`src/pkg/gsem_consts.svh`:
```
`ifndef GSEM_CONSTS_SVH
`define GSEM_CONSTS_SVH

// Standard event flag positions
`define GSEM_EVT_PON       7
`define GSEM_EVT_CMD_ERR   5
`define GSEM_EVT_EXE_ERR   4
`define GSEM_EVT_QRY_ERR   2
`define GSEM_EVT_OPC       0
`define GSEM_EVT_USED_MASK 8'hb5

// Status byte positions
`define GSEM_STB_RQS       6
`define GSEM_STB_ESB       5
`define GSEM_STB_MAV       4
`define GSEM_STB_USED_MASK 8'h70
`define GSEM_SRE_USED_MASK 8'h30

// Reset values
`define GSEM_EVT_RESET     8'h80
`define GSEM_ZERO_BYTE     8'h00

// Query error codes
`define GSEM_QERR_INTERRUPTED  8'h01
`define GSEM_QERR_DEADLOCK     8'h02
`define GSEM_QERR_UNTERMINATED 8'h03

// Parallel poll enable byte decode
`define GSEM_PPE_TAG       3'h6
`define GSEM_PPE_SENSE     3

// Input queue depth
`define GSEM_QUEUE_DEPTH   256

`endif

```
`src/pkg/gsem_pkg.sv`:
```
`default_nettype none
package gsem_pkg;

    typedef enum logic [2:0] {
        GSEM_WR_NONE = 3'h0,
        GSEM_WR_ESE  = 3'h1,
        GSEM_WR_SRE  = 3'h2,
        GSEM_WR_PRE  = 3'h3
    } gsem_wr_sel_t;

    typedef enum logic [2:0] {
        GSEM_RD_NONE = 3'h0,
        GSEM_RD_ESR  = 3'h1,
        GSEM_RD_ESE  = 3'h2,
        GSEM_RD_STB  = 3'h3,
        GSEM_RD_SRE  = 3'h4,
        GSEM_RD_PRE  = 3'h5,
        GSEM_RD_EXE  = 3'h6,
        GSEM_RD_QRY  = 3'h7
    } gsem_rd_sel_t;

    typedef struct packed {
        logic opc_exec;
        logic syntax_err;
        logic exec_fail;
        logic [7:0] exec_code;
        logic terminator_read;
        logic multi_end;
        logic talk_addressed;
        logic response_ready;
        logic terminator_sent;
    } gsem_evt_t;

    typedef enum logic [1:0] {
        GSEM_PP_IDLE = 2'b00,
        GSEM_PP_CFG  = 2'b01,
        GSEM_PP_ARM  = 2'b11
    } gsem_pp_state_t;

endpackage : gsem_pkg
`default_nettype wire

```
`src/hdl/gsem_status.sv`:
```
// Functional notes
// - Talk with idle formatter and empty queue: query error, code 3, parser reset.
// - Pending response plus terminator or multiple END: query error code 1, flush.
// - Queue turning full while a response is pending: query error code 2, flush formatter.
// - Poll status high when poll mask AND status byte is nonzero.
// - Poll mask written by numeric command, read by query.
// - Enable byte: bits 6..4 equal 110, bit 3 sense, bits 2..0 line.
// - Event summary bit 5 set when enabled event flag present.
// - Event flag query returns then clears; event mask writable and readable.
// - Event layout: 7 power-on, 5 command, 4 execution, 2 query, 0 complete.
// - Syntax error sets command error and resets the parser.
// - Execution failure sets execution error and stores its code.
// - Operation complete command sets operation complete flag.
// - Enabled status bit sets bit 6 and requests service.
// - Query returns summary in bit 6; serial poll returns request bit.
// - Service mask written by numeric command, read by query.
// - Message-available bit set when response ready, cleared after terminator.
// - Power-on: all zero except event flags at 128.
// - Bus functions include service request, poll, clear; no controller.
// - Power-on enters local state with front panel enabled.
// - Corrupt settings at power-up raise warning and load reset defaults.
// - Input queue of 256 bytes; filling up while a response is pending triggers deadlock.
`timescale 1ns/1ps
`default_nettype none
`include "gsem_consts.svh"

module gsem_status #(
    parameter int QUEUE_DEPTH = `GSEM_QUEUE_DEPTH
) (
    // Clock and reset
    input  wire logic                 clock_i,
    input  wire logic                 srst_i,
    // Parser and formatter events
    input  wire gsem_pkg::gsem_evt_t  evt_i,
    input  wire logic                 queue_wr_i,
    input  wire logic                 queue_rd_i,
    input  wire logic                 dev_clear_i,
    input  wire logic                 nv_corrupt_i,
    // Remote and local
    input  wire logic                 remote_cmd_i,
    input  wire logic                 local_key_i,
    // Common command access
    input  wire gsem_pkg::gsem_wr_sel_t wr_sel_i,
    input  wire logic [7:0]           wr_data_i,
    input  wire gsem_pkg::gsem_rd_sel_t rd_sel_i,
    output logic [7:0]                rd_data_o,
    // Bus poll messages
    input  wire logic                 ppc_i,
    input  wire logic                 ppe_i,
    input  wire logic                 ppu_i,
    input  wire logic [7:0]           cmd_byte_i,
    input  wire logic                 spoll_i,
    output logic [7:0]                spoll_byte_o,
    output logic                      srq_o,
    output logic                      ist_o,
    output logic                      pp_active_o,
    output logic                      pp_sense_o,
    output logic [2:0]                pp_line_o,
    // Parser and formatter control
    output logic                      parser_reset_o,
    output logic                      formatter_flush_o,
    output logic                      queue_full_o,
    output logic                      remote_o,
    output logic                      nv_warning_o,
    output logic                      load_defaults_o
);

    localparam int CW = $clog2(QUEUE_DEPTH + 1);

    if (QUEUE_DEPTH < 2) begin : g_depth_check
        $error("QUEUE_DEPTH too small");
    end

    logic [7:0]       evt_ff;
    logic [7:0]       ese_ff;
    logic [7:0]       sre_ff;
    logic [7:0]       pre_ff;
    logic [7:0]       exe_err_ff;
    logic [7:0]       qry_err_ff;
    logic             mav_ff;
    logic             pending_ff;
    logic [CW-1:0]    qcnt_ff;
    logic [CW-1:0]    nxt_qcnt;
    logic             full_seen_ff;
    logic             por_ff;
    gsem_pkg::gsem_pp_state_t pp_state_ff;
    logic [2:0]       pp_line_ff;
    logic             pp_sense_ff;
    logic [7:0]       spoll_ff;
    logic [7:0]       rd_ff;
    logic             remote_ff;
    logic             warn_ff;

    logic             unterminated;
    logic             interrupted;
    logic             deadlock;
    logic             qry_err;
    logic             esb;
    logic             mss;
    logic [7:0]       stb_base;
    logic [7:0]       stb_query;
    logic             esr_read;

    // Queue occupancy
    always_comb begin
        nxt_qcnt = qcnt_ff;
        if (queue_wr_i && !queue_rd_i && qcnt_ff != CW'(QUEUE_DEPTH)) begin
            nxt_qcnt = qcnt_ff + CW'(1);
        end else if (queue_rd_i && !queue_wr_i && qcnt_ff != '0) begin
            nxt_qcnt = qcnt_ff - CW'(1);
        end
    end

    always_ff @(posedge clock_i) begin
        if (srst_i || dev_clear_i) begin
            qcnt_ff <= '0;
        end else begin
            qcnt_ff <= nxt_qcnt;
        end
    end

    assign queue_full_o = (qcnt_ff == CW'(QUEUE_DEPTH));

    always_ff @(posedge clock_i) begin
        if (srst_i) begin
            full_seen_ff <= 1'b0;
        end else begin
            full_seen_ff <= queue_full_o;
        end
    end

    // Error detection
    assign unterminated = evt_i.talk_addressed && !pending_ff && qcnt_ff == '0;
    assign interrupted  = pending_ff && (evt_i.terminator_read || evt_i.multi_end);
    assign deadlock     = pending_ff && queue_full_o && !full_seen_ff;
    assign qry_err      = unterminated || interrupted || deadlock;

    assign parser_reset_o    = unterminated || evt_i.syntax_err;
    assign formatter_flush_o = interrupted || deadlock;

    // Pending response and message available
    always_ff @(posedge clock_i) begin
        if (srst_i || dev_clear_i) begin
            pending_ff <= 1'b0;
            mav_ff     <= 1'b0;
        end else if (evt_i.response_ready) begin
            pending_ff <= 1'b1;
            mav_ff     <= 1'b1;
        end else if (formatter_flush_o || evt_i.terminator_sent) begin
            pending_ff <= 1'b0;
            mav_ff     <= 1'b0;
        end
    end

    // Query error code
    always_ff @(posedge clock_i) begin
        if (srst_i) begin
            qry_err_ff <= `GSEM_ZERO_BYTE;
        end else if (unterminated) begin
            qry_err_ff <= `GSEM_QERR_UNTERMINATED;
        end else if (interrupted) begin
            qry_err_ff <= `GSEM_QERR_INTERRUPTED;
        end else if (deadlock) begin
            qry_err_ff <= `GSEM_QERR_DEADLOCK;
        end
    end

    // Execution error code
    always_ff @(posedge clock_i) begin
        if (srst_i) begin
            exe_err_ff <= `GSEM_ZERO_BYTE;
        end else if (evt_i.exec_fail) begin
            exe_err_ff <= evt_i.exec_code;
        end
    end

    // Standard event flags: sets win over the clear by read
    assign esr_read = (rd_sel_i == gsem_pkg::GSEM_RD_ESR);

    always_ff @(posedge clock_i) begin
        if (srst_i) begin
            evt_ff <= `GSEM_EVT_RESET;
        end else begin
            if (esr_read) begin
                evt_ff <= `GSEM_ZERO_BYTE;
            end
            if (evt_i.syntax_err) begin
                evt_ff[`GSEM_EVT_CMD_ERR] <= 1'b1;
            end
            if (evt_i.exec_fail) begin
                evt_ff[`GSEM_EVT_EXE_ERR] <= 1'b1;
            end
            if (qry_err) begin
                evt_ff[`GSEM_EVT_QRY_ERR] <= 1'b1;
            end
            if (evt_i.opc_exec) begin
                evt_ff[`GSEM_EVT_OPC] <= 1'b1;
            end
        end
    end

    // Enable masks
    always_ff @(posedge clock_i) begin
        if (srst_i) begin
            ese_ff <= `GSEM_ZERO_BYTE;
            sre_ff <= `GSEM_ZERO_BYTE;
            pre_ff <= `GSEM_ZERO_BYTE;
        end else begin
            case (wr_sel_i)
                gsem_pkg::GSEM_WR_ESE: ese_ff <= wr_data_i & `GSEM_EVT_USED_MASK;
                gsem_pkg::GSEM_WR_SRE: sre_ff <= wr_data_i & `GSEM_SRE_USED_MASK;
                gsem_pkg::GSEM_WR_PRE: pre_ff <= wr_data_i;
                default: ;
            endcase
        end
    end

    // Status byte summary
    assign esb = |(evt_ff & ese_ff & `GSEM_EVT_USED_MASK);
    always_comb begin
        stb_base = `GSEM_ZERO_BYTE;
        stb_base[`GSEM_STB_ESB] = esb;
        stb_base[`GSEM_STB_MAV] = mav_ff;
    end
    assign mss = |(stb_base & sre_ff);
    always_comb begin
        stb_query = stb_base;
        stb_query[`GSEM_STB_RQS] = mss;
    end

    // Service request held until serial polled or the summary drops
    always_ff @(posedge clock_i) begin
        if (srst_i) begin
            srq_o <= 1'b0;
        end else if (mss && !srq_o && !spoll_i) begin
            srq_o <= 1'b1;
        end else if (spoll_i || !mss) begin
            srq_o <= 1'b0;
        end
    end

    always_ff @(posedge clock_i) begin
        if (srst_i) begin
            spoll_ff <= `GSEM_ZERO_BYTE;
        end else if (spoll_i) begin
            spoll_ff <= {stb_base[7], srq_o, stb_base[5:0]};
        end
    end
    assign spoll_byte_o = spoll_ff;

    // Local poll status
    always_ff @(posedge clock_i) begin
        if (srst_i) begin
            ist_o <= 1'b0;
        end else begin
            ist_o <= |(pre_ff & stb_query);
        end
    end

    // Parallel poll configuration
    always_ff @(posedge clock_i) begin
        if (srst_i || ppu_i) begin
            pp_state_ff <= gsem_pkg::GSEM_PP_IDLE;
            pp_line_ff  <= 3'h0;
            pp_sense_ff <= 1'b0;
        end else begin
            case (pp_state_ff)
                gsem_pkg::GSEM_PP_IDLE: if (ppc_i) pp_state_ff <= gsem_pkg::GSEM_PP_CFG;
                gsem_pkg::GSEM_PP_CFG, gsem_pkg::GSEM_PP_ARM: begin
                    if (ppe_i && cmd_byte_i[6:4] == `GSEM_PPE_TAG) begin
                        pp_state_ff <= gsem_pkg::GSEM_PP_ARM;
                        pp_sense_ff <= cmd_byte_i[`GSEM_PPE_SENSE];
                        pp_line_ff  <= cmd_byte_i[2:0];
                    end
                end
                default: pp_state_ff <= gsem_pkg::GSEM_PP_IDLE;
            endcase
        end
    end
    assign pp_active_o = (pp_state_ff == gsem_pkg::GSEM_PP_ARM);
    assign pp_sense_o  = pp_sense_ff;
    assign pp_line_o   = pp_line_ff;

    // Readback
    always_ff @(posedge clock_i) begin
        if (srst_i) begin
            rd_ff <= `GSEM_ZERO_BYTE;
        end else begin
            case (rd_sel_i)
                gsem_pkg::GSEM_RD_ESR: rd_ff <= evt_ff & `GSEM_EVT_USED_MASK;
                gsem_pkg::GSEM_RD_ESE: rd_ff <= ese_ff;
                gsem_pkg::GSEM_RD_STB: rd_ff <= stb_query;
                gsem_pkg::GSEM_RD_SRE: rd_ff <= sre_ff;
                gsem_pkg::GSEM_RD_PRE: rd_ff <= pre_ff;
                gsem_pkg::GSEM_RD_EXE: rd_ff <= exe_err_ff;
                gsem_pkg::GSEM_RD_QRY: rd_ff <= qry_err_ff;
                default: rd_ff <= rd_ff;
            endcase
        end
    end
    assign rd_data_o = rd_ff;

    // Remote and local
    always_ff @(posedge clock_i) begin
        if (srst_i) begin
            remote_ff <= 1'b0;
        end else if (remote_cmd_i) begin
            remote_ff <= 1'b1;
        end else if (local_key_i) begin
            remote_ff <= 1'b0;
        end
    end
    assign remote_o = remote_ff;

    // Nonvolatile check, sampled once after reset
    always_ff @(posedge clock_i) begin
        if (srst_i) begin
            por_ff  <= 1'b1;
            warn_ff <= 1'b0;
            load_defaults_o <= 1'b0;
        end else begin
            por_ff <= 1'b0;
            load_defaults_o <= por_ff && nv_corrupt_i;
            if (por_ff && nv_corrupt_i) begin
                warn_ff <= 1'b1;
            end
        end
    end
    assign nv_warning_o = warn_ff;

endmodule : gsem_status

`default_nettype wire

```
`config.mk`:
```
export PLATFORM = sky130hd
export DESIGN_NAME = gsem_status
export DESIGN_NICKNAME = d
export VERILOG_FILES = /design/src/pkg/gsem_pkg.sv /design/src/hdl/gsem_status.sv
export VERILOG_INCLUDE_DIRS = /design/src /design/src/pkg
export SDC_FILE = /design/constraint.sdc
export NUM_CORES = 1
export LEC_CHECK = 0
export BUFFER_PORTS_ARGS = -buffer_cell sky130_fd_sc_hd__buf_2
export CAP_MARGIN = 10
export CELL_PAD_IN_SITES_DETAIL_PLACEMENT = 0
export CELL_PAD_IN_SITES_GLOBAL_PLACEMENT = 1
export CORE_UTILIZATION = 35
export DETAILED_ROUTE_END_ITERATION = 8
export PLACE_DENSITY = 0.86
export RECOVER_POWER = 25
export SYNTH_ARGS = -nofsm -noshare
export SYNTH_HDL_FRONTEND = slang
export SYNTH_SLANG_ARGS = --single-unit
```
`constraint.sdc`:
```
create_clock -name clock_i -period 2.5 [get_ports clock_i]
set_input_delay 0.25 -clock clock_i [delete_from_list [all_inputs] [get_ports clock_i]]
set_output_delay 0.25 -clock clock_i [all_outputs]
set_load 0.02 [all_outputs]
```
Word-level counts from Yosys, hierarchy flattened --
Cells that the tools add are included.
Storage, ports and cells: logic and storage cells 115, register bits after elaboration 64, output and inout bits 29, input port bits 50
Operators by class: add/subtract/negate cells 2, reduce and logical (&&, ||, !) cells 48, eq/ne operators 17, mux-type cells 21, bitwise operators 3
Operators by type and width (count):
- case mux 8 bit (7 select lines) | 1
- 2-to-1 mux 9 bit | 2
- nonzero test 2 bit | 8
- OR reduction 8 bit | 2
- equality test 3 bit, second input constant | 5
- logical AND 1 bit | 13
- equality test 3 x 2 -> 1 bit, second input constant | 4
- 2-to-1 mux 1 bit | 11
- 2-to-1 mux 2 bit | 5
- adder 9 x 1 -> 9 bit, second input constant | 1
- equality test 9 bit, second input constant | 1
- zero test 9 bit | 1
- logical OR 1 bit | 9
- != test 9 bit, second input constant | 1
- nonzero test 9 bit | 1
- subtractor 9 x 1 -> 9 bit, second input constant | 1
- bitwise AND 8 x 7 -> 8 bit | 1
- bitwise AND 8 bit | 1
- zero test 1 bit | 7
- nonzero test 7 bit | 1
- bitwise AND 6 bit | 1
- equality test 3 x 1 -> 1 bit, second input constant | 2
- 2-to-1 mux 6 bit | 1
- OR reduction 5 bit | 1
- 8 further kinds | 10

Logic depth before layout (Yosys ltp) --
depth after elaboration 8, mapped depth 10, mapped depth without buffers 9

Worst setup path before layout --
Ideal clock, no wire load.
path type reg2reg, start point register qcnt_ff[3], end point register qcnt_ff[7], clock period less this slack 2.805 ns, cell stages (with the launch flop) 10, path buffers 1, setup time 0.062 ns, required time 2.438 ns, slack -0.305 ns, arrival 2.743 ns, cells stage by stage dfxtp_1 or4_1 buf_2 o311ai_4 ha_1 a21o_1 a21oi_1 a21oi_1 or4_1 nand3_1
On the way: longest elaborated chain between the ends 3, elaborated cells between the ends (all ways) 9, those cells by class 2 x add/sub; 1 x eq/ne; 2 x mux; 4 x reduce/logical
RTL lines:
- start: declaration | line gsem_status.sv:82 | logic [CW-1:0] qcnt_ff;
- start signal: assignment | line gsem_status.sv:118 | qcnt_ff <= nxt_qcnt;
- subtractor 9 x 1 -> 9 bit, or another cell as far along | line gsem_status.sv:110 | nxt_qcnt = qcnt_ff - CW'(1);
- 2-to-1 mux 9 bit, or another cell as far along | line gsem_status.sv:109 | end else if (queue_rd_i && !queue_wr_i && qcnt_ff != '0) begin
- 2-to-1 mux 9 bit or nonzero test 2 bit (tied branches)
Several ways; a longest one is shown, not always the timed one. The select of a mux whose other input is x is not followed. A chain may end at the register's enable or synchronous reset.

Worst setup path in the final report --
start point register qcnt_ff[2], end point register qcnt_ff[7]
The elaborated chain is that of the path after synthesis.

==> impl_metrics.toml <==
[run_status]
outcome = "complete, but fails checks"
violations = "max-capacitance violations, max-slew violations, negative setup slack"

[yosys]
synthFlopType = "dfxtp_1"
synth_seq_area_share = 0.430
synth.distinct_cells = 46
synth_enable_flop_cells = 0
ys_ff_latch = 64
ys_warn_count = 0
syn_area_um2 = 2980
synth_area_per_cell_um2 = 8.81
synthArstFlopShare = 0
synthCells = 338

[detailed_routing]
antenna_left = 0
via_per_inst = 4.84
wl_mm = 7.11
drc_errors = 0
drtPass1Iterations = 4
drt_iter0_drc = 112
wl_per_cell_um = 13.4
vias = 2574

[worst_setup_path]
crit_path_top_delay_cell = "or4_4"
critPathMaxFanout = 5
max_stage_delay_ns = 0.55
critPathLaunchType = "register"
setup.worst_path.end_class = "register"
critPathMostFrequentCell = "a21oi_2"
crit_type = "register to register"
cp.required_ns = 2.77
cp_cell_sequence = "or4_4 -> o311ai_4 -> buf_4 -> ha_4 -> a21o_1 -> a21oi_2 -> a21oi_2 -> or4_1 -> nand3_1"
cp.arrival_ns = 2.91

[clock_tree]
cts.sinks = 64
cts_htree_levels = 3
cts_root_buf = "clkbuf_8"
tritoncts = "built"
numCtsBuffers = 9
clock_path_buffers = 2
clock_latency_ns = 0.33
clk_pin_slew_ns = 0.08

[place]
dp_hpwl_mm = 5.24
portBuffers = 72
postPlaceCellArea_um2 = 3560
gp_congestion = 0.893
place_inst = 515

[cells_and_area]
fin_area_um2 = 3790
final_common_cell = "buf_2"
nFillCells = 833
layout_common_cells = "71 x buf_2, 63 x dfxtp_1, 60 x nor2_1"
final_nets = 480
area_delta_synth_final_pct = 27.4
instances_no_fill = 532
drive_gt1_frac = 0.307
n_antenna_cell = 0

[global_route]
grt_overflow = 0
antenna_found_initial = 0
grt_max_degree = 45
grt_pass1_vias = 2415
grt_usage = 0.169
grt_pass1_wl_mm = 11.5

[timing]
finalHoldViolCount = 0
period_needed_ns = 2.64
slew_headroom = -0.241
layout_setup_ws_ns = -0.136
timing.final.crit_share = 1.05
drv_slew = 45
grt_setup_unrepaired = "yes"
setup_viol = 5
max_slew.worst_pin.slew_ns = 1.86
finalSetupTns_ns = -0.288
fmax_mhz = 379
finClkSkew_ns = 0.0109

[floorplanning]
design.die.area_um2 = 8880
start_util = 0.362
die_h_um = 94.2
rows = 33
fp.coreArea_um2 = 8220
io_pins = 79
die_w_um = 94.2

[power]
p_leak_nw = 1.77
power_density_nw_per_um2 = 643
power_w = 0.00244
vdd_ir_drop_max_mv = 0.293

[flow_run]
maxCapViolCount = 1

[min_path]
hold_class = "input port to register"
per-layer routing:
layer	GRT usage	up-vias	routed length, um
li1	-	1325	-
met1	0.209	1181	3200
met2	0.291	66	3560
met3	0.0453	2	316
met4	0.0385	0	27
met5	0	-	0
cells in the mapped netlist (all sizes together) (2+ instances only):
cell type	count	share of area
nor2	61	0.078
xor2	2	0.0059
buf	13	0.025
a222oi	2	0.0067
dfxtp	64	0.43
a211oi	4	0.010
mux4	3	0.023
nand2	30	0.039
mux2i	34	0.11
a21oi	31	0.053
o211ai	2	0.0050
nand3b	2	0.0050
a21o	4	0.010
a31oi	4	0.0084
ha	7	0.029
nand4	2	0.0042
mux2	2	0.0076
o21ai	6	0.010
or2	2	0.0042
nor2b	5	0.011
or4	3	0.0076
clkbuf	10	0.013
nand3	5	0.0084
and2	2	0.0042
a22oi	4	0.010
nand2b	5	0.011
inv	12	0.015
nor3b	4	0.010
power breakdown:
| part | switching (W) | internal (W) |
|---|---|---|
| Combinational | 0.000243 | 0.000202 |
| Clock | 0.000403 | 0.000489 |
| Sequential | 0.0000330 | 0.00107 |
| Total | 0.000679 | 0.00176 |
registers in the layout, indices dropped and copies added (netlist names), 2 cells and up:
signal,count
sre_ff,2
evt_ff,5
rd_data_o,8
spoll_byte_o,3
pp_line_o,3
pp_state_ff,2
qcnt_ff,9
exe_err_ff,8
pre_ff,8
ese_ff,5
qry_err_ff,2
stage by stage:
| step | setup slack (ns) | hold WS (ns) | utilization |
|---|---|---|---|
| 2_1_floorplan | -0.188 | 0.278 | - |
| 3_3_place_gp | -0.110 | 0.431 | 0.433 |
| 5_1_grt | -0.216 | 0.118 | 0.462 |
| 3_5_place_dp | -0.138 | 0.436 | 0.433 |
| 6_report | -0.136 | 0.128 | 0.462 |
| 4_1_cts | -0.105 | 0.105 | 0.459 |
path summary, 6_finish.rpt:
| kind | start | endpoint | slack, ns | depth (start not counted) |
|---|---|---|---|---|
| setup / recovery | qcnt_ff[2] | qcnt_ff[7] | -0.14 | 9 |
| hold / removal | evt_i[1] | pending_ff | 0.13 | 3 |
| setup reg to reg | qcnt_ff[2] | qcnt_ff[7] | -0.14 | 9 |
| hold reg to reg | nv_warning_o | nv_warning_o | 0.45 | 2 |
repair_timing:
action,CTS,global route
gates resized for setup,2,9
buffers inserted,0,2
pin swaps,1,4
hold buffers,0,0
endpoints found under the setup margin,5,6
critical path, delay by kind of cell (launching register included):
family | cells | cell delay (ns)
simple gates | 3 | 1.04
compound gates | 4 | 0.82
flops | 1 | 0.32
fa+ha+maj | 1 | 0.20
buf+inv | 1 | 0.19
final cells by class:
type                    count  area (um^2)  share of cell area
clock buffers              10          138              0.0363
well taps                 105          131              0.0346
flip-flops and latches     64         1280               0.338
inverters                  12         45.0              0.0119
clock inverters             6         66.3              0.0175
repair buffers             92          509               0.134
multi-input cells         243         1620               0.427
logic make-up (layout without fill, tap and decap cells):
logic type               Yosys count  after routing  share of synthesized area
AND/OR/NAND/NOR                  125            125                      0.190
multiplexers                      39             39                      0.145
flip-flops                        64             64                      0.430
adder cells (fa/ha/maj)            8              8                     0.0361
other                              1              5                    0.00126
buffers and inverters             35            120                     0.0525
XOR/XNOR                           3              3                    0.00883
AO/OA/AOI/OAI                     63             63                      0.136
Power figures use the tool's default switching activity.
